**src/hw/gpcb_pkg.sv**
```systemverilog
// Constants for the per-pin configuration bank
package gpcb_pkg;

  // ----------------------------------------
  // Geometry
  // ----------------------------------------
  localparam int PIN_COUNT = 8;                      // Pins in the port
  localparam int SEL_W     = 3;                      // Width of the pin index

  // ----------------------------------------
  // Configuration field positions
  // ----------------------------------------
  localparam int CFG_OUT_EN   = 0;                   // Drive enable
  localparam int CFG_PUSH     = 1;                   // 1 push-pull, 0 open-drain
  localparam int CFG_PULLUP   = 2;                   // Weak pull-up enable
  localparam int CFG_LOCK     = 3;                   // Sticky lock
  localparam int CFG_EV_LEVEL = 4;                   // 1 level, 0 edge
  localparam int CFG_EV_POL   = 5;                   // 1 rising/high
  localparam int CFG_DEB_EN   = 6;                   // Debounce enable

  // ----------------------------------------
  // Reset values and masks
  // ----------------------------------------
  localparam logic [7:0] CFG_RESET    = 8'h44;       // Debounce and pull-up on
  localparam logic [7:0] CFG_RW_MASK  = 8'h7f;       // Bit 7 reserved
  localparam logic [7:0] CFG_EV_MASK  = 8'h70;       // Event fields
  localparam logic [7:0] CFG_LOCKED   = 8'h0f;       // Fields frozen by lock
  localparam logic [7:0] DOUT_RESET   = 8'hff;       // Data out latch reset

  // ----------------------------------------
  // Timing
  // ----------------------------------------
  localparam int CLK_HZ       = 100_000_000;         // Clock rate
  localparam int DEB_MS       = 15;                  // Quiet time before pass
  localparam int DEB_CYCLES   = CLK_HZ / 1000 * DEB_MS;
  localparam int DEB_W        = 21;                  // Counter width

endpackage

```
**src/hw/gpcb_bank.sv**
```systemverilog
// Per-pin configuration bank with lock, pin drive and debounced event inputs
//
// Contract
// - Eight pin registers behind one select index
// - Basic variant: bits 4-6 read zero
// - Bit 6 enables debounce, resets one
// - Bit 5 event polarity, resets zero
// - Bit 4 edge or level, resets edge
// - Lock bit set-only, cleared by reset
// - Lock freezes direction, type, pull-up, value
// - Lock leaves pin multiplexing untouched
// - Bit 2 weak pull-up, resets one
// - Bit 1 open-drain or push-pull
// - Bit 0 drive enable, input unaffected
// - Debounce needs 15 ms quiet time
// - Lock blocks data-out and bits 0-3
`timescale 1ns/1ps

module gpcb_bank #(
  parameter bit EVENTS        = 1'b1,                // Enhanced port with events
  parameter int DEB_CYCLES_P  = gpcb_pkg::DEB_CYCLES // Debounce quiet time
) (
  // Clock and reset
  input  wire logic                          clk,
  input  wire logic                          sys_rst,
  input  wire logic                          clk_en,
  // Configuration space access
  input  wire logic [gpcb_pkg::SEL_W-1:0]    pin_select_index,
  input  wire logic                          cfg_wr,
  input  wire logic [7:0]                    cfg_wdata,
  output logic      [7:0]                    pin_configuration,
  // Data out latch access
  input  wire logic                          dout_wr,
  input  wire logic [7:0]                    dout_wdata,
  output logic      [7:0]                    data_out_latch,
  // Pin side
  input  wire logic [gpcb_pkg::PIN_COUNT-1:0] pin_in,
  output logic      [gpcb_pkg::PIN_COUNT-1:0] pin_out,
  output logic      [gpcb_pkg::PIN_COUNT-1:0] pin_oe,
  output logic      [gpcb_pkg::PIN_COUNT-1:0] pin_pullup,
  // Event detector side
  output logic      [gpcb_pkg::PIN_COUNT-1:0] ev_level,
  output logic      [gpcb_pkg::PIN_COUNT-1:0] ev_pol,
  output logic      [gpcb_pkg::PIN_COUNT-1:0] ev_input
);
  import gpcb_pkg::*;

  // ----------------------------------------
  // State
  // ----------------------------------------
  typedef struct packed {
    logic [PIN_COUNT-1:0][7:0]       cfg;    // Configuration per pin
    logic [7:0]                      dout;   // Data out latch
    logic [PIN_COUNT-1:0][2:0]       sync;   // Pin synchronisers
    logic [PIN_COUNT-1:0]            stable; // Debounced level
    logic [PIN_COUNT-1:0][DEB_W-1:0] cnt;    // Quiet-time counters
    logic [7:0]                      rd;     // Read data register
    logic [PIN_COUNT-1:0]            p_out;  // Pin output value
    logic [PIN_COUNT-1:0]            p_oe;   // Pin drive enable
    logic [PIN_COUNT-1:0]            p_pu;   // Pull-up enable
    logic [PIN_COUNT-1:0]            e_lvl;  // Event type out
    logic [PIN_COUNT-1:0]            e_pol;  // Event polarity out
    logic [PIN_COUNT-1:0]            e_in;   // Event detector input
  } gpcb_state_t;

  gpcb_state_t st;                           // Registered state
  gpcb_state_t next_st;                      // Next state

  // Terminal count of the quiet-time counter and the visible field mask
  localparam logic [DEB_W-1:0] DEB_LAST = DEB_W'(DEB_CYCLES_P - 1); // Terminal count
  localparam logic [7:0] READ_MASK = EVENTS ? CFG_RW_MASK : (CFG_RW_MASK & ~CFG_EV_MASK);

  // ----------------------------------------
  // Next-state logic
  // ----------------------------------------
  // The lock is judged on the stored value, not on the write data,
  // so a write that sets the lock still lands its other bits in the
  // same cycle; only later writes to bits 0-3 of that pin are refused.
  always_comb begin
    logic [7:0] wmask;                       // Writable bits of the selected pin
    logic [7:0] cur;                         // Selected pin value
    logic       drv;                         // Pin drive condition
    logic       ein;                         // Event source level
    next_st = st;
    wmask   = 8'h00;
    cur     = 8'h00;
    drv     = 1'b0;
    ein     = 1'b0;
    // Configuration write to the selected pin only
    cur = st.cfg[pin_select_index];
    if (cfg_wr) begin
      wmask = READ_MASK;
      if (cur[CFG_LOCK]) begin
        wmask = wmask & ~CFG_LOCKED;
      end
      // Lock touches no multiplexing select, only fields 0-3
      // Lock is only ever ORed in, never cleared by writes
      next_st.cfg[pin_select_index] = (cur & ~wmask) | (cfg_wdata & wmask)
                                      | (cur & 8'h08);
    end
    // Per-pin data out, drive and debounce
    for (int i = 0; i < PIN_COUNT; i++) begin
      if (dout_wr && !st.cfg[i][CFG_LOCK]) begin
        next_st.dout[i] = dout_wdata[i];
      end
      // A pin that bounces faster than the quiet time never reaches the
      // detector; the counter restarts on every disagreement.
      // Three-stage synchroniser; a change counts when stages 2 and 3 agree
      next_st.sync[i] = {st.sync[i][1:0], pin_in[i]};
      if (st.sync[i][2] != st.sync[i][1] || st.sync[i][2] == st.stable[i]) begin
        next_st.cnt[i] = '0;
      end else if (st.cnt[i] == DEB_LAST) begin
        next_st.stable[i] = st.sync[i][2];
        next_st.cnt[i]    = '0;
      end else begin
        next_st.cnt[i] = st.cnt[i] + 1'b1;
      end
      // An open-drain pin releases high by dropping its enable, leaving
      // the pull-up, when on, to lift the line.
      // Open-drain drives only low; push-pull drives both levels
      drv = st.cfg[i][CFG_OUT_EN] && (st.cfg[i][CFG_PUSH] || !st.dout[i]);
      next_st.p_oe[i]  = drv;
      next_st.p_out[i] = st.dout[i];
      next_st.p_pu[i]  = st.cfg[i][CFG_PULLUP];
      // In the basic variant the event outputs stay low whatever is stored
      // Debounce bypass picks the synchronised level directly
      ein = (EVENTS && st.cfg[i][CFG_DEB_EN]) ? st.stable[i] : st.sync[i][2];
      next_st.e_in[i]  = EVENTS ? ein : 1'b0;
      next_st.e_lvl[i] = EVENTS && st.cfg[i][CFG_EV_LEVEL];
      next_st.e_pol[i] = EVENTS && st.cfg[i][CFG_EV_POL];
    end
    // Read-back of selected pin; reserved and absent fields zero
    next_st.rd = next_st.cfg[pin_select_index] & READ_MASK;
  end

  // ----------------------------------------
  // State register
  // ----------------------------------------
  // Reset ignores the clock enable so a frozen block still comes up clean.
  // Synchronisers start low to match a quiet pin and the debounced level.
  always_ff @(posedge clk) begin
    if (sys_rst) begin
      // Every pin register comes up with debounce and pull-up on
      for (int i = 0; i < PIN_COUNT; i++) begin
        st.cfg[i]    <= CFG_RESET;
        st.sync[i]   <= 3'h0;
        st.cnt[i]    <= '0;
      end
      st.dout   <= DOUT_RESET;
      st.stable <= '0;
      st.rd     <= CFG_RESET & READ_MASK;
      st.p_out  <= '1;
      st.p_oe   <= '0;
      st.p_pu   <= '1;
      st.e_lvl  <= '0;
      st.e_pol  <= '0;
      st.e_in   <= '0;
    end else if (clk_en) begin
      st <= next_st;
    end
  end

  // ----------------------------------------
  // Outputs
  // ----------------------------------------
  // Every output is a bare register; no logic sits between state and pin
  assign pin_configuration = st.rd;
  assign data_out_latch    = st.dout;
  assign pin_out           = st.p_out;
  assign pin_oe            = st.p_oe;
  assign pin_pullup        = st.p_pu;
  assign ev_level          = st.e_lvl;
  assign ev_pol            = st.e_pol;
  assign ev_input          = st.e_in;

  // ----------------------------------------
  // Assertions
  // ----------------------------------------
  lock_sticky_a: assert property (@(posedge clk) disable iff (sys_rst)
    $rose(st.cfg[0][CFG_LOCK]) |=> st.cfg[0][CFG_LOCK] [*8])
    else $error("lock bit cleared without reset");

  lock_freeze_a: assert property (@(posedge clk) disable iff (sys_rst)
    st.cfg[1][CFG_LOCK] |=> st.cfg[1][3:0] == $past(st.cfg[1][3:0]))
    else $error("locked low bits changed");

  dout_frozen_a: assert property (@(posedge clk) disable iff (sys_rst)
    (st.cfg[2][CFG_LOCK] && dout_wr) |=> st.dout[2] == $past(st.dout[2]))
    else $error("locked data out changed");

  reserved_zero_a: assert property (@(posedge clk) disable iff (sys_rst)
    pin_configuration[7] == 1'b0)
    else $error("reserved bit read nonzero");

  write_lands_a: assert property (@(posedge clk) disable iff (sys_rst)
    (clk_en && cfg_wr && !st.cfg[pin_select_index][CFG_LOCK])
      |=> pin_configuration == ($past(cfg_wdata) & READ_MASK))
    else $error("write not visible on read");

  od_drive_a: assert property (@(posedge clk) disable iff (sys_rst)
    (clk_en && !st.cfg[3][CFG_PUSH] && st.dout[3]) |=> !pin_oe[3])
    else $error("open drain drove high");

  oe_off_a: assert property (@(posedge clk) disable iff (sys_rst)
    (clk_en && !st.cfg[4][CFG_OUT_EN]) |=> !pin_oe[4])
    else $error("pin driven while disabled");

  pullup_follow_a: assert property (@(posedge clk) disable iff (sys_rst)
    clk_en |=> pin_pullup[5] == $past(st.cfg[5][CFG_PULLUP]))
    else $error("pull-up not following bit");

  deb_hold_a: assert property (@(posedge clk) disable iff (sys_rst)
    (st.stable[6] != $past(st.stable[6])) |-> $past(st.cnt[6]) == DEB_LAST)
    else $error("debounced level changed early");

  bypass_a: assert property (@(posedge clk) disable iff (sys_rst)
    (clk_en && EVENTS && !st.cfg[7][CFG_DEB_EN]) |=> ev_input[7] == $past(st.sync[7][2]))
    else $error("bypass not taken");

  // Reset brings the visible outputs to their documented levels
  reset_values_a: assert property (@(posedge clk)
    sys_rst |=> (pin_configuration == (CFG_RESET & READ_MASK)) && (data_out_latch == DOUT_RESET)
      && (pin_oe == '0) && (pin_pullup == '1))
    else $error("reset values wrong");

  // Basic variant shows no event fields and feeds no detector
  basic_zero_a: assert property (@(posedge clk) disable iff (sys_rst)
    !EVENTS |-> (pin_configuration[6:4] == 3'h0) && (ev_input == '0) && (ev_level == '0))
    else $error("basic variant shows events");

  // Read-back follows the index when nothing is written
  readback_idx_a: assert property (@(posedge clk) disable iff (sys_rst)
    (clk_en && !cfg_wr) |=> pin_configuration == ($past(st.cfg[pin_select_index]) & READ_MASK))
    else $error("read-back not from index");

  // ----------------------------------------
  // Per-pin checks
  // ----------------------------------------
  // Each pin is watched, so stimulus on any pin exercises these checks
  for (genvar g = 0; g < PIN_COUNT; g++) begin : g_pin_chk
    // Lock survives every write
    lock_hold_a: assert property (@(posedge clk) disable iff (sys_rst)
      st.cfg[g][CFG_LOCK] |=> st.cfg[g][CFG_LOCK])
      else $error("pin lock bit dropped");

    // Locked low fields never move
    lock_fields_a: assert property (@(posedge clk) disable iff (sys_rst)
      st.cfg[g][CFG_LOCK] |=> st.cfg[g][3:0] == $past(st.cfg[g][3:0]))
      else $error("locked pin fields changed");

    // Locked pin keeps its driven value
    lock_dout_a: assert property (@(posedge clk) disable iff (sys_rst)
      st.cfg[g][CFG_LOCK] |=> st.dout[g] == $past(st.dout[g]))
      else $error("locked pin value changed");

    // Unlocked data out takes the written bit
    dout_lands_a: assert property (@(posedge clk) disable iff (sys_rst)
      (clk_en && dout_wr && !st.cfg[g][CFG_LOCK]) |=> st.dout[g] == $past(dout_wdata[g]))
      else $error("data out write lost");

    // A write to another pin leaves this one alone
    other_pin_a: assert property (@(posedge clk) disable iff (sys_rst)
      (clk_en && cfg_wr && pin_select_index != SEL_W'(g)) |=> st.cfg[g] == $past(st.cfg[g]))
      else $error("write hit wrong pin");

    // Reserved bit is never stored
    rsvd_store_a: assert property (@(posedge clk) disable iff (sys_rst)
      st.cfg[g][7] == 1'b0)
      else $error("reserved bit stored");

    // Debounced level moves only at the terminal count
    deb_change_a: assert property (@(posedge clk) disable iff (sys_rst)
      (st.stable[g] != $past(st.stable[g])) |-> $past(st.cnt[g]) == DEB_LAST)
      else $error("debounced pin changed early");

    // Quiet-time counter stays in range
    cnt_bound_a: assert property (@(posedge clk) disable iff (sys_rst)
      st.cnt[g] <= DEB_LAST)
      else $error("debounce counter overran");

    // Bypass feeds the synchronised level
    bypass_pin_a: assert property (@(posedge clk) disable iff (sys_rst)
      (clk_en && EVENTS && !st.cfg[g][CFG_DEB_EN]) |=> ev_input[g] == $past(st.sync[g][2]))
      else $error("pin bypass not taken");

    // Enabled debounce feeds the filtered level
    deb_path_a: assert property (@(posedge clk) disable iff (sys_rst)
      (clk_en && EVENTS && st.cfg[g][CFG_DEB_EN]) |=> ev_input[g] == $past(st.stable[g]))
      else $error("debounce path not taken");

    // Event polarity follows its field
    ev_pol_a: assert property (@(posedge clk) disable iff (sys_rst)
      clk_en |=> ev_pol[g] == (EVENTS && $past(st.cfg[g][CFG_EV_POL])))
      else $error("event polarity wrong");

    // Event type follows its field
    ev_type_a: assert property (@(posedge clk) disable iff (sys_rst)
      clk_en |=> ev_level[g] == (EVENTS && $past(st.cfg[g][CFG_EV_LEVEL])))
      else $error("event type wrong");

    // Push-pull with drive enabled always drives
    push_drive_a: assert property (@(posedge clk) disable iff (sys_rst)
      (clk_en && st.cfg[g][CFG_OUT_EN] && st.cfg[g][CFG_PUSH]) |=> pin_oe[g])
      else $error("push-pull pin not driven");

    // Pin value follows the data out latch
    out_value_a: assert property (@(posedge clk) disable iff (sys_rst)
      clk_en |=> pin_out[g] == $past(st.dout[g]))
      else $error("pin value not from latch");
  end

endmodule

```
**config.mk**
```make
export PLATFORM = sky130hd
export DESIGN_NAME = gpcb_bank
export DESIGN_NICKNAME = d
export VERILOG_FILES = /design/src/hw/gpcb_pkg.sv /design/src/hw/gpcb_bank.sv
export SDC_FILE = /design/constraint.sdc
export NUM_CORES = 1
export LEC_CHECK = 0
export BUFFER_PORTS_ARGS = -buffer_cell sky130_fd_sc_hd__buf_2
export CAP_MARGIN = 40
export CORE_ASPECT_RATIO = 1.5
export CORE_UTILIZATION = 30
export CTS_CLUSTER_DIAMETER = 100
export DETAILED_ROUTE_END_ITERATION = 10
export HOLD_SLACK_MARGIN = 0.1
export SETUP_SLACK_MARGIN = 0.15
export SLEW_MARGIN = 20
export SYNTH_ARGS = -nofsm -noshare
export SYNTH_HDL_FRONTEND = slang
export SYNTH_SLANG_ARGS = --single-unit
```
**constraint.sdc**
```tcl
create_clock -name clk -period 2.5 [get_ports clk]
set_input_delay 0 -clock clk [delete_from_list [all_inputs] [get_ports clk]]
set_output_delay 0 -clock clk [all_outputs]
set_load 0.1 [all_outputs]
```
## Yosys cells after proc, flatten, opt, wreduce, memory -nomap -nowiden

Cells that the tools add are included.

| word-level totals | value |
|---|---|
| register bits after elaboration | 327 |
| output and inout port bits | 64 |
| logic and storage cells | 193 |

| operators by class | value |
|---|---|
| $add $sub $neg | 8 |
| magnitude comparators | 2 |
| eq/ne operators | 24 |
| multiplexer cells | 34 |
| bitwise logic cells | 13 |
| reduce and logical (&&, ||, !) cells | 65 |

Operators with widths:

| operator | count |
|---|---|
| 21-bit 2-to-1 mux | 16 |
| 21-bit by 1-bit adder with 21-bit output (second input constant) | 8 |
| 21-bit == test (second input constant) | 8 |
| 64-bit bitwise mux | 1 |
| 64-bit 2-to-1 mux | 1 |
| 8-bit binary-select mux with 3-bit select | 2 |
| 8-bit demux with 3-bit select | 1 |
| 8-bit 2-to-1 mux | 3 |
| 3-bit AND reduction | 8 |
| 1-bit logical AND | 17 |
| 8-bit bitwise AND | 2 |
| 1-bit zero test | 16 |
| 1-bit logical OR | 16 |
| 2-bit AND reduction | 8 |
| 1-bit == test | 8 |
| 1-bit 2-to-1 mux | 8 |
| 1-bit inequality test | 8 |
| 1-bit inverter | 8 |
| 8-bit inverter | 1 |
| 8-bit by 4-bit bitwise OR with 8-bit output | 1 |
| 8-bit bitwise OR | 1 |
| 7-bit 2-to-1 mux | 1 |
| 3-bit by 4-bit < comparator with 1-bit output (second input constant) | 1 |
| 4-bit 2-to-1 mux | 1 |
| 3-bit by 1-bit >= comparator with 1-bit output (second input constant) | 1 |

## Longest topological paths before layout

Gate-level depths: netlist (run 1).

| depth | value |
|---|---|
| depth after elaboration | 12 |
| gate-level depth with buffers | 8 |
| mapped depth without buffers | 6 |

## Worst setup path after synthesis (run 1)

Ideal clock, no wire load.

| timing | value |
|---|---|
| path kind | reg2reg |
| start point | reg st[140] in the netlist's numbering |
| end point | reg st[146] in the netlist's numbering |
| arrival | 1.909 ns |
| setup slack | 0.474 ns |
| stages on the path, launching flop included | 8 |
| cell sequence | dfxtp_1 ha_1 nand3_1 nor4_1 a211oi_1 buf_2 buf_4 a22o_1 |

| between the ends | value |
|---|---|
| cells in the longest elaborated chain, start to end | 3 |
| elaborated cells on any way between the ends | 4 |
| classes of those cells | add/sub: 1; eq/ne: 1; mux: 2 |

Ends and longest elaborated chain:

| element | RTL line | RTL |
|---|---|---|
| start: declaration | gpcb_bank.sv:66 | `gpcb_state_t st;` |
| start signal: assignment | gpcb_bank.sv:159 | `st <= next_st;` |
| 21-bit by 1-bit adder with 21-bit output / 21-bit == test (equally long branches) | gpcb_bank.sv:116, gpcb_bank.sv:112 |  |
| 21-bit 2-to-1 mux (*) | gpcb_bank.sv:112 | `end else if (st.cnt[i] == DEB_LAST) begin` |
| 21-bit 2-to-1 mux (*) | gpcb_bank.sv:110 | `if (st.sync[i][2] != st.sync[i][1] \|\| st.sync[i][2] == st.stable[i]) begin` |

Mark *: on every way between the ends. The rest lies on a longest branch, timed or not.
A chain may end at the register's enable or synchronous reset.

## Final worst setup path (run 1)

| timing | value |
|---|---|
| start point | reg st[90] in the netlist's numbering |
| end point | reg st[92] in the netlist's numbering |

Same word-level chain as after synthesis.

==> results of run 1 <==
[cells by family after synthesis]
| logic type | Yosys count | synth area share |
|---|---|---|
| buf+inv | 203 | 0.0676 |
| simple gates | 706 | 0.231 |
| other cells | 1 | 0.000241 |
| compound gates | 413 | 0.171 |
| flops | 319 | 0.410 |
| fa+ha+maj | 8 | 0.00643 |
| mux | 128 | 0.0920 |
| xor+xnor | 37 | 0.0208 |
[worst max-delay path by stage]
stage | start | to | slack (ns) | cells past startpoint
floorplan | st[140] | st[146] | 0.47 | 7
global placement | st[119] | st[125] | 0.17 | 7
detailed placement | st[77] | st[95] | 0.22 | 7
CTS | st[77] | st[97] | 0.17 | 7
global route | st[90] | st[92] | 0.13 | 6
finish | st[90] | st[92] | 0.25 | 6
[what timing repair did]
item	in CTS	in global routing
setup buffers	0	4
resized for setup	0	5
endpoints found under the setup margin	0	24
hold buffers	43	0
hold endpoints to repair	134	0
[flip-flops by register name (all words and copies together) (netlist names)]
signal / count
pin_pullup: 8
ev_level: 8
st: 216
pin_out: 8
ev_pol: 8
data_out_latch: 8
next_st: 40
ev_input: 8
pin_oe: 8
pin_configuration: 7
[worst register-to-register path, cell delays in order, from the launching register on]
cell	delay (ns)
dfxtp_1	0.45
or4bb_1	0.48
nor4_4	0.40
a211oi_2	0.16
buf_4	0.22
and3_1	0.18
a221o_1	0.25
[per-layer routing]
metal	track usage	routed length, µm
met5	0	0
met4	0.0611	1260
met3	0.0225	1540
met2	0.291	21400
met1	0.175	17000
[synth_stat cells, types with 6 or more instances]
master	number	area [µm²]
nor3b_1	8	60.1
or3_1	9	56.3
nand2_1	217	815
clkbuf_1	54	203
a22o_1	31	272
nor2_1	160	601
o211ai_1	19	143
mux2i_1	109	1090
a31oi_1	94	588
nor3_1	26	130
o311ai_0	12	105
o21ai_0	78	390
xnor2_1	18	158
mux4_2	11	248
and4_1	13	114
nand2b_1	26	163
ha_1	8	100
or4_1	10	75.1
nand4b_1	6	52.6
and2_1	12	75.1
inv_1	42	158
xor2_1	19	166
buf_2	25	125
buf_1	13	48.8
a21oi_1	100	500
and3b_1	8	70.1
dfxtp_1	319	6390
nand3_1	72	360
mux2_2	7	78.8
and3_1	30	188
nor4_1	14	87.6
nor4b_1	6	52.6
buf_4	69	518
nand4_1	49	307
a21o_1	10	75.1
a22oi_1	6	45.0
a211oi_1	26	195
[through the flow]
stage	total power (W)	instances	hold WS (ns)	setup slack, ns
2_1_floorplan	0.00586	1815	0.147	0.474
3_3_place_gp	0.00602	2478	0.238	0.173
3_5_place_dp	0.00603	2479	0.245	0.218
4_1_cts	0.0114	2579	0.153	0.170
5_1_grt	0.0116	2584	0.221	0.128
6_report	0.0113	2584	0.178	0.252
[cells in the final DEF (no fill, tap or decap), types with 40 or more instances in the layout]
cell type        n
nand4_1         49
inv_1           40
nand3_1         72
dfxtp_1        319
nor2_1         159
a31oi_1         94
buf_4           66
a21oi_1        100
o21ai_0         78
dlygate4sd3_1   43
mux2i_1        109
nand2_1        215
buf_2           91
[power groups by stage]
stage / clock network (W) / logic, W / registers (W)
6_report: 0.00528 / 0.000778 / 0.00520
5_1_grt: 0.00560 / 0.000829 / 0.00520
4_1_cts: 0.00542 / 0.000778 / 0.00520
3_5_place_dp: 0 / 0.000720 / 0.00531
3_3_place_gp: 0 / 0.000715 / 0.00531
2_1_floorplan: 0 / 0.000578 / 0.00529
[final cells by class]
type	instances	area [µm²]	share of cell area
multi-input cells	1293	8180	0.451
clock buffers	48	1000	0.0554
well taps	669	837	0.0461
flip-flops and latches	319	6390	0.352
inverters	42	158	0.00869
repair buffers	204	1440	0.0791
clock inverters	9	151	0.00834
==> reports/results.tsv, run 1 <==
metric	value	unit
status	finished, final reports clean	
grt_pass1_vias	13300	
ys_warn_count	0	
die_x	188	µm
clkPwrFrac	0.469	
cellLeakagePower	6.68	nW
rsz0062_at_grt	true	
ys.flop_type	dfxtp_1	
ir_worst_vdd	0.521	mV
antenna_found_initial	0	
yosysUniqueCellTypes	72	
hold_viol	0	
worstPathCellList	or4bb_1, nor4_4, a211oi_2, buf_4, and3_1, a221o_1	
synth_edf_count	0	
htreeDepth	2	
timing.critical_path.slowest_stage_cell	or4bb_1	
cts_tree	yes	
r2r_start	st[90]	
crit_type	reg -> reg	
dieArea	0.0528	mm²
gp_congestion	0.824	
path_buf_inv	1	
syn2layout_area_growth	16.6	%
grt_max_degree	62	
num_vias	13600	
fin_worst_skew	0.0124	ns
worst_skew_pair.late_latency	0.52	ns
syn_nets	1855	
combPwrFrac	0.069	
post_drt_wl_per_cell	15.9	µm
ys_ff_latch	319	
path_max_fanout	11	
n_antenna_cell	0	
grt.total_usage	0.156	
viasPerCell	5.26	
cap_viol_max_count	0	
hpwlAfterDp	28600	µm
fp.coreArea	0.0509	mm²
cts_buffers	34	
swShare	0.238	
power_density	620	mW/mm²
hold_start	pin_select_index[0]	
max_slew.worst_pin.slew	0.789	ns
internal_power	0.00857	W
end_kind	flop	
period_share	0.899	
drt_wl_total	41200	µm
cp-start-kind	flop	
reg2regPathDepth	6	
drc	0	
hp-class	in -> reg	
finish.instance_area	0.0181	mm²
drive_above_1_share	0.138	
initialDrtViolationCount	800	
port_buffers	93	
netSwitchingPower	0.00268	W
syn_avg_cell_area	8.57	µm²
maxSlewViolCount	0	
ant_nets	0	
fin_tns_setup	0	ns
start_util	0.306	
cts-root-buf	clkbuf_16	
fmax	445	MHz
fill_cells	5169	
gr-total-overflow	0	
placementRows	101	
fp.dieH	281	µm
cts_buffer_depth	3	
layout_min_cycle_time	2.25	ns
critPathRequiredTime	2.91	ns
finalSetupViolations	0	
cts.sinks	319	
whs_path_depth	5	
ys_seq_area_frac	0.410	
slew_headroom	0.469	
post_dp_cell_area	0.0165	mm²
post-route-util	0.356	
syn_inst	1815	
num_io_pins	96	
dr.pass1.iters	5	
synthesis.area	0.0156	mm²
rrSetupSlack	0.25	ns
seqPwrFrac	0.462	
critical-path-max-stage-delay	0.48	ns
arrival	2.66	ns
reg2reg_to	st[92]	
clkTransAtPathRegs	0.06	ns
postSynth.asyncResetShare	0	
nets	1934	
whs_endpoint	pin_configuration[5]	
grt_pass1_wl	68100	µm
crit_family	simple AND/OR/NAND/NOR gates	
Note: power is estimated with default switching activity, not from simulation.
==> run 2, diff against run 1 <==
--- a/config.mk
+++ b/config.mk
@@ -8,10 +8,11 @@
 export BUFFER_PORTS_ARGS = -buffer_cell sky130_fd_sc_hd__buf_2
 export CAP_MARGIN = 40
 export CORE_ASPECT_RATIO = 1.5
-export CORE_UTILIZATION = 30
+export CORE_UTILIZATION = 61
 export CTS_CLUSTER_DIAMETER = 100
 export DETAILED_ROUTE_END_ITERATION = 10
 export HOLD_SLACK_MARGIN = 0.1
+export PLACE_DENSITY = 0.8
 export SETUP_SLACK_MARGIN = 0.15
 export SLEW_MARGIN = 20
 export SYNTH_ARGS = -nofsm -noshare
==> reports/results.tsv, run 2 (same netlist as run 1, synthesis figures left out) <==
metric	value	unit	change
final_cell_mix	dfxtp_1 (319), nand2_1 (216), nor2_1 (159)		
gp_congestion	0.971		+18%
path_max_fanout	9		-2
period_share	0.883		-0.0161
place_ws	0.214	ns	-0.00394 ns
grt.total_usage	0.296		+0.141
seqPwrFrac	0.457		-0.005
antenna_found_initial	1		+1
clkTransAtPathRegs	0.07	ns	about the same
hpwlAfterDp	26100	µm	-8.7%
rsz0062_at_grt	false		
drt_wl_total	39400	µm	-4.2%
grt_max_degree	61		-1.6%
fp.coreArea	0.0251	mm²	-51%
max_slew.worst_pin.slew	0.823	ns	+0.0343 ns
drive_above_1_share	0.133		-0.00502
num_io_pins	96		unchanged
clkPwrFrac	0.474		+0.005
critPathRequiredTime	3.02	ns	+0.11 ns
syn2layout_area_growth	13.4	%	
post_dp_cell_area	0.0160	mm²	-2.9%
cap_viol_max_count	0		unchanged
layout_min_cycle_time	2.21	ns	-0.0401 ns
num_vias	13900		+2.2%
finalWorstSetupSlack	0.292	ns	+0.0401 ns
swShare	0.234		-0.00403
final_common_cell	dfxtp_1		
initialDrtViolationCount	923		+15%
whs_endpoint	pin_configuration[5]		
ir_worst_vdd	0.742	mV	+42%
die_x	132	µm	-30%
dieArea	0.0262	mm²	-50%
cts.sinks	319		unchanged
cts-root-buf	clkbuf_16		
hold_start	pin_select_index[0]		
reg2reg_to	st[175]		
gr-total-overflow	0		unchanged
cellLeakagePower	6.60	nW	-1.1%
reg2regPathDepth	6		unchanged
rrSetupSlack	0.29	ns	+0.04 ns
fmax	453	MHz	+1.8%
regMostFlops	st		
placementRows	71		-30%
crit_type	reg -> reg		
end_kind	flop		
cts_buffers	30		-12%
slew_headroom	0.450		-0.0190
worst_skew_pair.late_latency	0.57	ns	+0.05 ns
fin_tns_setup	0	ns	unchanged
regArea	0.00639	mm²	unchanged
grt_pass1_wl	64100	µm	-5.9%
drc	0		unchanged
netSwitchingPower	0.00266	W	-0.76%
fin_worst_skew	0.00830	ns	-0.00415 ns
fp.dieH	198	µm	-30%
cts_tree	yes		
power_density	644	mW/mm²	+3.8%
largest_reg_flops	216		unchanged
grt_pass1_vias	13400		+1.5%
start_util	0.621		+0.316
internal_power	0.00870	W	+1.5%
arrival	2.72	ns	+0.06 ns
htreeDepth	1		-1
viasPerCell	6.24		+19%
cp-start-kind	flop		
multi_input_area	0.00820	mm²	+0.29%
crit_start	st[161]		
maxSlewViolCount	0		unchanged
port_buffers	93		unchanged
status	finished, final reports clean		
hold_viol	0		unchanged
nets	1914		-1.0%
dr.pass1.iters	5		unchanged
finalSetupViolations	0		unchanged
finish.instance_area	0.0177	mm²	-2.7%
combPwrFrac	0.068		about the same
ant_nets	0		unchanged
post_drt_wl_per_cell	17.7	µm	+11%
r2r_start	st[161]		
whs_path_depth	5		unchanged
fill_cells	1904		-63%
cts_buffer_depth	3		unchanged
hp-class	in -> reg		
## run 2: cell type report
cell class                      instances  share of cell area
Multi-Input combinational cell       1294               0.465
Sequential cell                       319               0.362
Timing Repair Buffer                  187              0.0744
Clock buffer                           38              0.0483
Tap cell                              328              0.0232
Clock inverter                         17              0.0186
Inverter                               42             0.00893
Antenna cell                            1            0.000142
## run 2: worst max path at each step
stage | to | slack (ns) | depth (start not counted)
2_1_floorplan | st[146] | 0.47 | 7
3_3_place_gp | st[135] | 0.12 | 6
3_5_place_dp | st[83] | 0.21 | 7
4_1_cts | st[82] | 0.19 | 7
5_1_grt | st[134] | 0.16 | 6
6_report | st[175] | 0.29 | 6
## run 2: power groups by stage
stage | clock, W | combinational, W | sequential, W
floorplan | 0 | 0.000578 | 0.00529
global placement | 0 | 0.000696 | 0.00530
detailed placement | 0 | 0.000708 | 0.00531
CTS | 0.00544 | 0.000763 | 0.00519
global route | 0.00563 | 0.000816 | 0.00520
finish | 0.00539 | 0.000778 | 0.00519
## run 2: routing by layer
metal	track usage	up-vias	routed length (µm)
met5	0	-	0
met3	0.0385	137	1870
met1	0.317	6643	15100
met2	0.554	436	20300
met4	0.174	0	2130
li1	-	6668	-
## run 2: worst max-delay path, stage by stage, from the launching register on
cell and delay, ns:
dfxtp_1 0.35, ha_1 0.25, and3_1 0.24, and4_1 0.26
a211o_1 0.43, or4_1 0.53, nand3_1 0.09
## run 2: what timing repair did
action	in CTS	in global routing
resized for setup	0	4
setup endpoints to repair	0	19
endpoints found under the hold margin	145	0
setup buffers	0	1
hold buffers	40	0
## run 2: through the flow
step	utilization	std cells	power (W)	hold WS, ns
finish	0.705	2226	0.0114	0.135
global route	0.705	2226	0.0116	0.193
CTS	0.702	2222	0.0114	0.111
detailed placement	0.639	2127	0.00601	0.259
global placement	0.639	2127	0.00600	0.236
floorplan	-	1815	0.00586	0.147
==> run 3, diff against run 2 <==
--- a/config.mk
+++ b/config.mk
@@ -5,14 +5,15 @@
 export SDC_FILE = /design/constraint.sdc
 export NUM_CORES = 1
 export LEC_CHECK = 0
-export BUFFER_PORTS_ARGS = -buffer_cell sky130_fd_sc_hd__buf_2
+export ABC_AREA = 1
 export CAP_MARGIN = 40
 export CORE_ASPECT_RATIO = 1.5
-export CORE_UTILIZATION = 61
+export CORE_UTILIZATION = 63
 export CTS_CLUSTER_DIAMETER = 100
 export DETAILED_ROUTE_END_ITERATION = 10
+export DONT_BUFFER_PORTS = 1
 export HOLD_SLACK_MARGIN = 0.1
-export PLACE_DENSITY = 0.8
+export PLACE_DENSITY = 0.79
 export SETUP_SLACK_MARGIN = 0.15
 export SLEW_MARGIN = 20
 export SYNTH_ARGS = -nofsm -noshare
==> reports/results.tsv, run 3 <==
metric	value	unit	change
status	finished, final reports clean		
finalSetupViolations	0		unchanged
start_util	0.642		+0.0207
fp.dieH	204	µm	+3.0%
synthTopCellsByArea	dfxtp_1 (37%), nand2_1 (14%), inv_1 (6.6%)		
yosysUniqueCellTypes	52		-28%
largest_reg_flops	216		unchanged
syn_inst	2538		+40%
cts_buffer_depth	3		unchanged
die_x	136	µm	+3.0%
synth_edf_count	0		unchanged
worst_skew_pair.late_latency	0.57	ns	about the same
ys_top_cells_by_count	nand2_1 (620), dfxtp_1 (319), inv_1 (299), a21oi_1 (217), o21ai_0 (206)		
num_vias	17800		+28%
drt_wl_total	51000	µm	+29%
final_cell_count_no_fill	3022		+36%
max_slew.worst_pin.slew	0.906	ns	+0.0834 ns
arrival	2.82	ns	+0.10 ns
placed_cells	2775		+30%
cts.sinks	319		unchanged
internal_power	0.00856	W	-1.6%
viasPerCell	5.90		-5.4%
maxSlewViolCount	0		unchanged
clkPwrFrac	0.402		-0.072
grt_pass1_wl	81200	µm	+27%
timing.critical_path.slowest_stage_cell	dlygate4sd3_1		
initialDrtViolationCount	1463		+59%
gr-total-overflow	0		unchanged
hold_viol	0		unchanged
rsz0062_at_grt	true		
hpwlAfterDp	27600	µm	+6.0%
critical-path-max-stage-delay	0.83	ns	+0.30 ns
ys_warn_count	0		unchanged
cts-root-buf	clkbuf_16		
slew_headroom	0.394		-0.0566
dr.pass1.iters	7		+2
htreeDepth	1		unchanged
syn2layout_area_growth	18.7	%	
synth_top_area_cell	dfxtp_1		
drc	0		unchanged
seqPwrFrac	0.446		-0.011
fin_worst_skew	0.0118	ns	+0.00355 ns
grt.total_usage	0.364		+0.0677
post_drt_wl_per_cell	16.9	µm	-4.6%
final_cell_mix	nand2_1 (610), dfxtp_1 (309), inv_1 (297)		
syn_avg_cell_area	6.72	µm²	-22%
ys_seq_area_frac	0.374		-0.0361
yosysMostFrequentCell	nand2_1		
worstPathCellList	inv_1, nor2_4, dlygate4sd3_1, nand2_4, inv_2, nand2_1, o21ai_0, o22ai_1, a21oi_1, nand3_1, nand2_1, a21oi_1, dlygate4sd3_1		
n_antenna_cell	0		-1
port_buffers	0		-100%
nets	2704		+41%
postSynth.asyncResetShare	0		unchanged
grt_pass1_vias	17100		+27%
ir_worst_vdd	0.697	mV	-6.0%
grt_max_degree	134		+120%
layout_min_cycle_time	2.37	ns	+0.161 ns
fill_cells	1920		+0.84%
placementRows	73		+2.8%
period_share	0.947		+0.0643
fmax	422	MHz	-6.8%
crit_type	in -> reg		
power_density	592	mW/mm²	-8.1%
fin_tns_setup	0	ns	unchanged
synth.top_cell.area_share	0.374		-0.0361
syn_nets	2578		+39%
final_common_cell	nand2_1		
swShare	0.286		+0.0515
regMostFlops	st		
critPathRequiredTime	2.95	ns	-0.07 ns
end_kind	flop		
finalWorstSetupSlack	0.131	ns	-0.161 ns
cts_buffers	31		+3.3%
regArea	0.00641	mm²	+0.31%
path_max_fanout	8		-1
place_ws	0.435	ns	+0.221 ns
cellLeakagePower	8.13	nW	+23%
ant_nets	0		unchanged
multi_input_area	0.00862	mm²	+5.1%
post-route-util	0.762		+0.0574
num_io_pins	96		unchanged
drive_above_1_share	0.0987		-0.0341
dieArea	0.0278	mm²	+6.1%
cap_viol_max_count	0		unchanged
ys.flop_type	dfxtp_1		
cts_tree	yes		
antenna_found_initial	0		-1
combPwrFrac	0.152		+0.084
netSwitchingPower	0.00343	W	+29%
synthesis.area	0.0171	mm²	+9.6%
ys_ff_latch	319		unchanged
clkTransAtPathRegs	0.06	ns	about the same
cp-start-kind	input port		
fp.coreArea	0.0266	mm²	+6.1%
gp_congestion	0.928		-4.3%
hp-class	in -> reg		
## run 3: cell count changes in the layout (fill, tap and decap cells not counted), moves of 25 or more
cell	change
a22o_1	-30
o21ai_0	+126
o21ai_1	+25
a21oi_1	+116
inv_1	+256
mux2i_1	-109
nand3_1	+96
dlygate4sd3_1	+130
a31oi_1	-88
nand2b_1	-26
buf_2	-91
o211ai_1	+42
nand2_1	+394
buf_4	+37
## run 3: power by group through the flow
stage | combinational (W) | sequential [W] | clock, W
2_1_floorplan | 0.00128 | 0.00543 | 0
3_3_place_gp | 0.00136 | 0.00544 | 0
3_5_place_dp | 0.00138 | 0.00545 | 0
4_1_cts | 0.00174 | 0.00534 | 0.00485
5_1_grt | 0.00192 | 0.00536 | 0.00504
6_report | 0.00183 | 0.00535 | 0.00481
## run 3: final timing paths
| path | end | slack, ns | start | cells past startpoint |
|---|---|---|---|---|
| setup / recovery | pin_configuration[4] | 0.13 | pin_select_index[1] | 13 |
| hold / removal | st[320] | 0.12 | pin_select_index[0] | 7 |
| setup reg to reg | pin_configuration[2] | 0.19 | st[291] | 14 |
| hold reg to reg | st[56] | 0.46 | st[56] | 1 |
## run 3: area by class of cell
| class | count | share of cell area |
|---|---|---|
| Multi-Input combinational cell | 1729 | 0.425 |
| Sequential cell | 319 | 0.316 |
| Timing Repair Buffer | 271 | 0.128 |
| Inverter | 312 | 0.0587 |
| Clock buffer | 44 | 0.0442 |
| Tap cell | 337 | 0.0208 |
| Clock inverter | 10 | 0.00655 |
## run 3: logic make-up (layout without fill, tap and decap cells)
kind of cell | Yosys count | in the layout | share of synthesized area
AO/OA/AOI/OAI | 584 | 584 | 0.195
XOR/XNOR | 20 | 20 | 0.0103
adder cells (fa/ha/maj) | 8 | 8 | 0.00587
buffers and inverters | 490 | 637 | 0.127
flip-flops | 319 | 319 | 0.374
other | 1 | 1 | 0.000220
AND/OR/NAND/NOR | 1116 | 1116 | 0.287
## run 3: through the flow
step | cell area [µm²] | power (W) | hold WS (ns)
final | 20300 | 0.0120 | 0.117
after global routing | 20300 | 0.0123 | 0.136
after CTS | 20000 | 0.0119 | 0.101
after detailed placement | 17100 | 0.00683 | 0.0856
after global placement | 17100 | 0.00681 | 0.0837
after floorplan | 17100 | 0.00671 | 0.135
## run 3: worst max-delay path: cells and delay by family
kind                   cells  cell delay [ns]
AOI/OAI and AO/OA          4             0.46
buffers and inverters      4             1.61
and+or+nand+nor            5             0.73
## run 3: layer usage
layer | vias up | global-route usage | wire, µm
met3 | 306 | 0.0664 | 4210
met5 | - | 0 | 0
met4 | 0 | 0.283 | 4150
met1 | 8121 | 0.390 | 18300
li1 | 8561 | - | -
met2 | 835 | 0.624 | 24400
## run 3: repair_timing
item                                    in CTS  in global routing
hold buffers                               179                  0
endpoints found under the setup margin       0                 53
resized for setup                            0                 50
setup buffers                                0                 14
endpoints found under the hold margin      318                  0
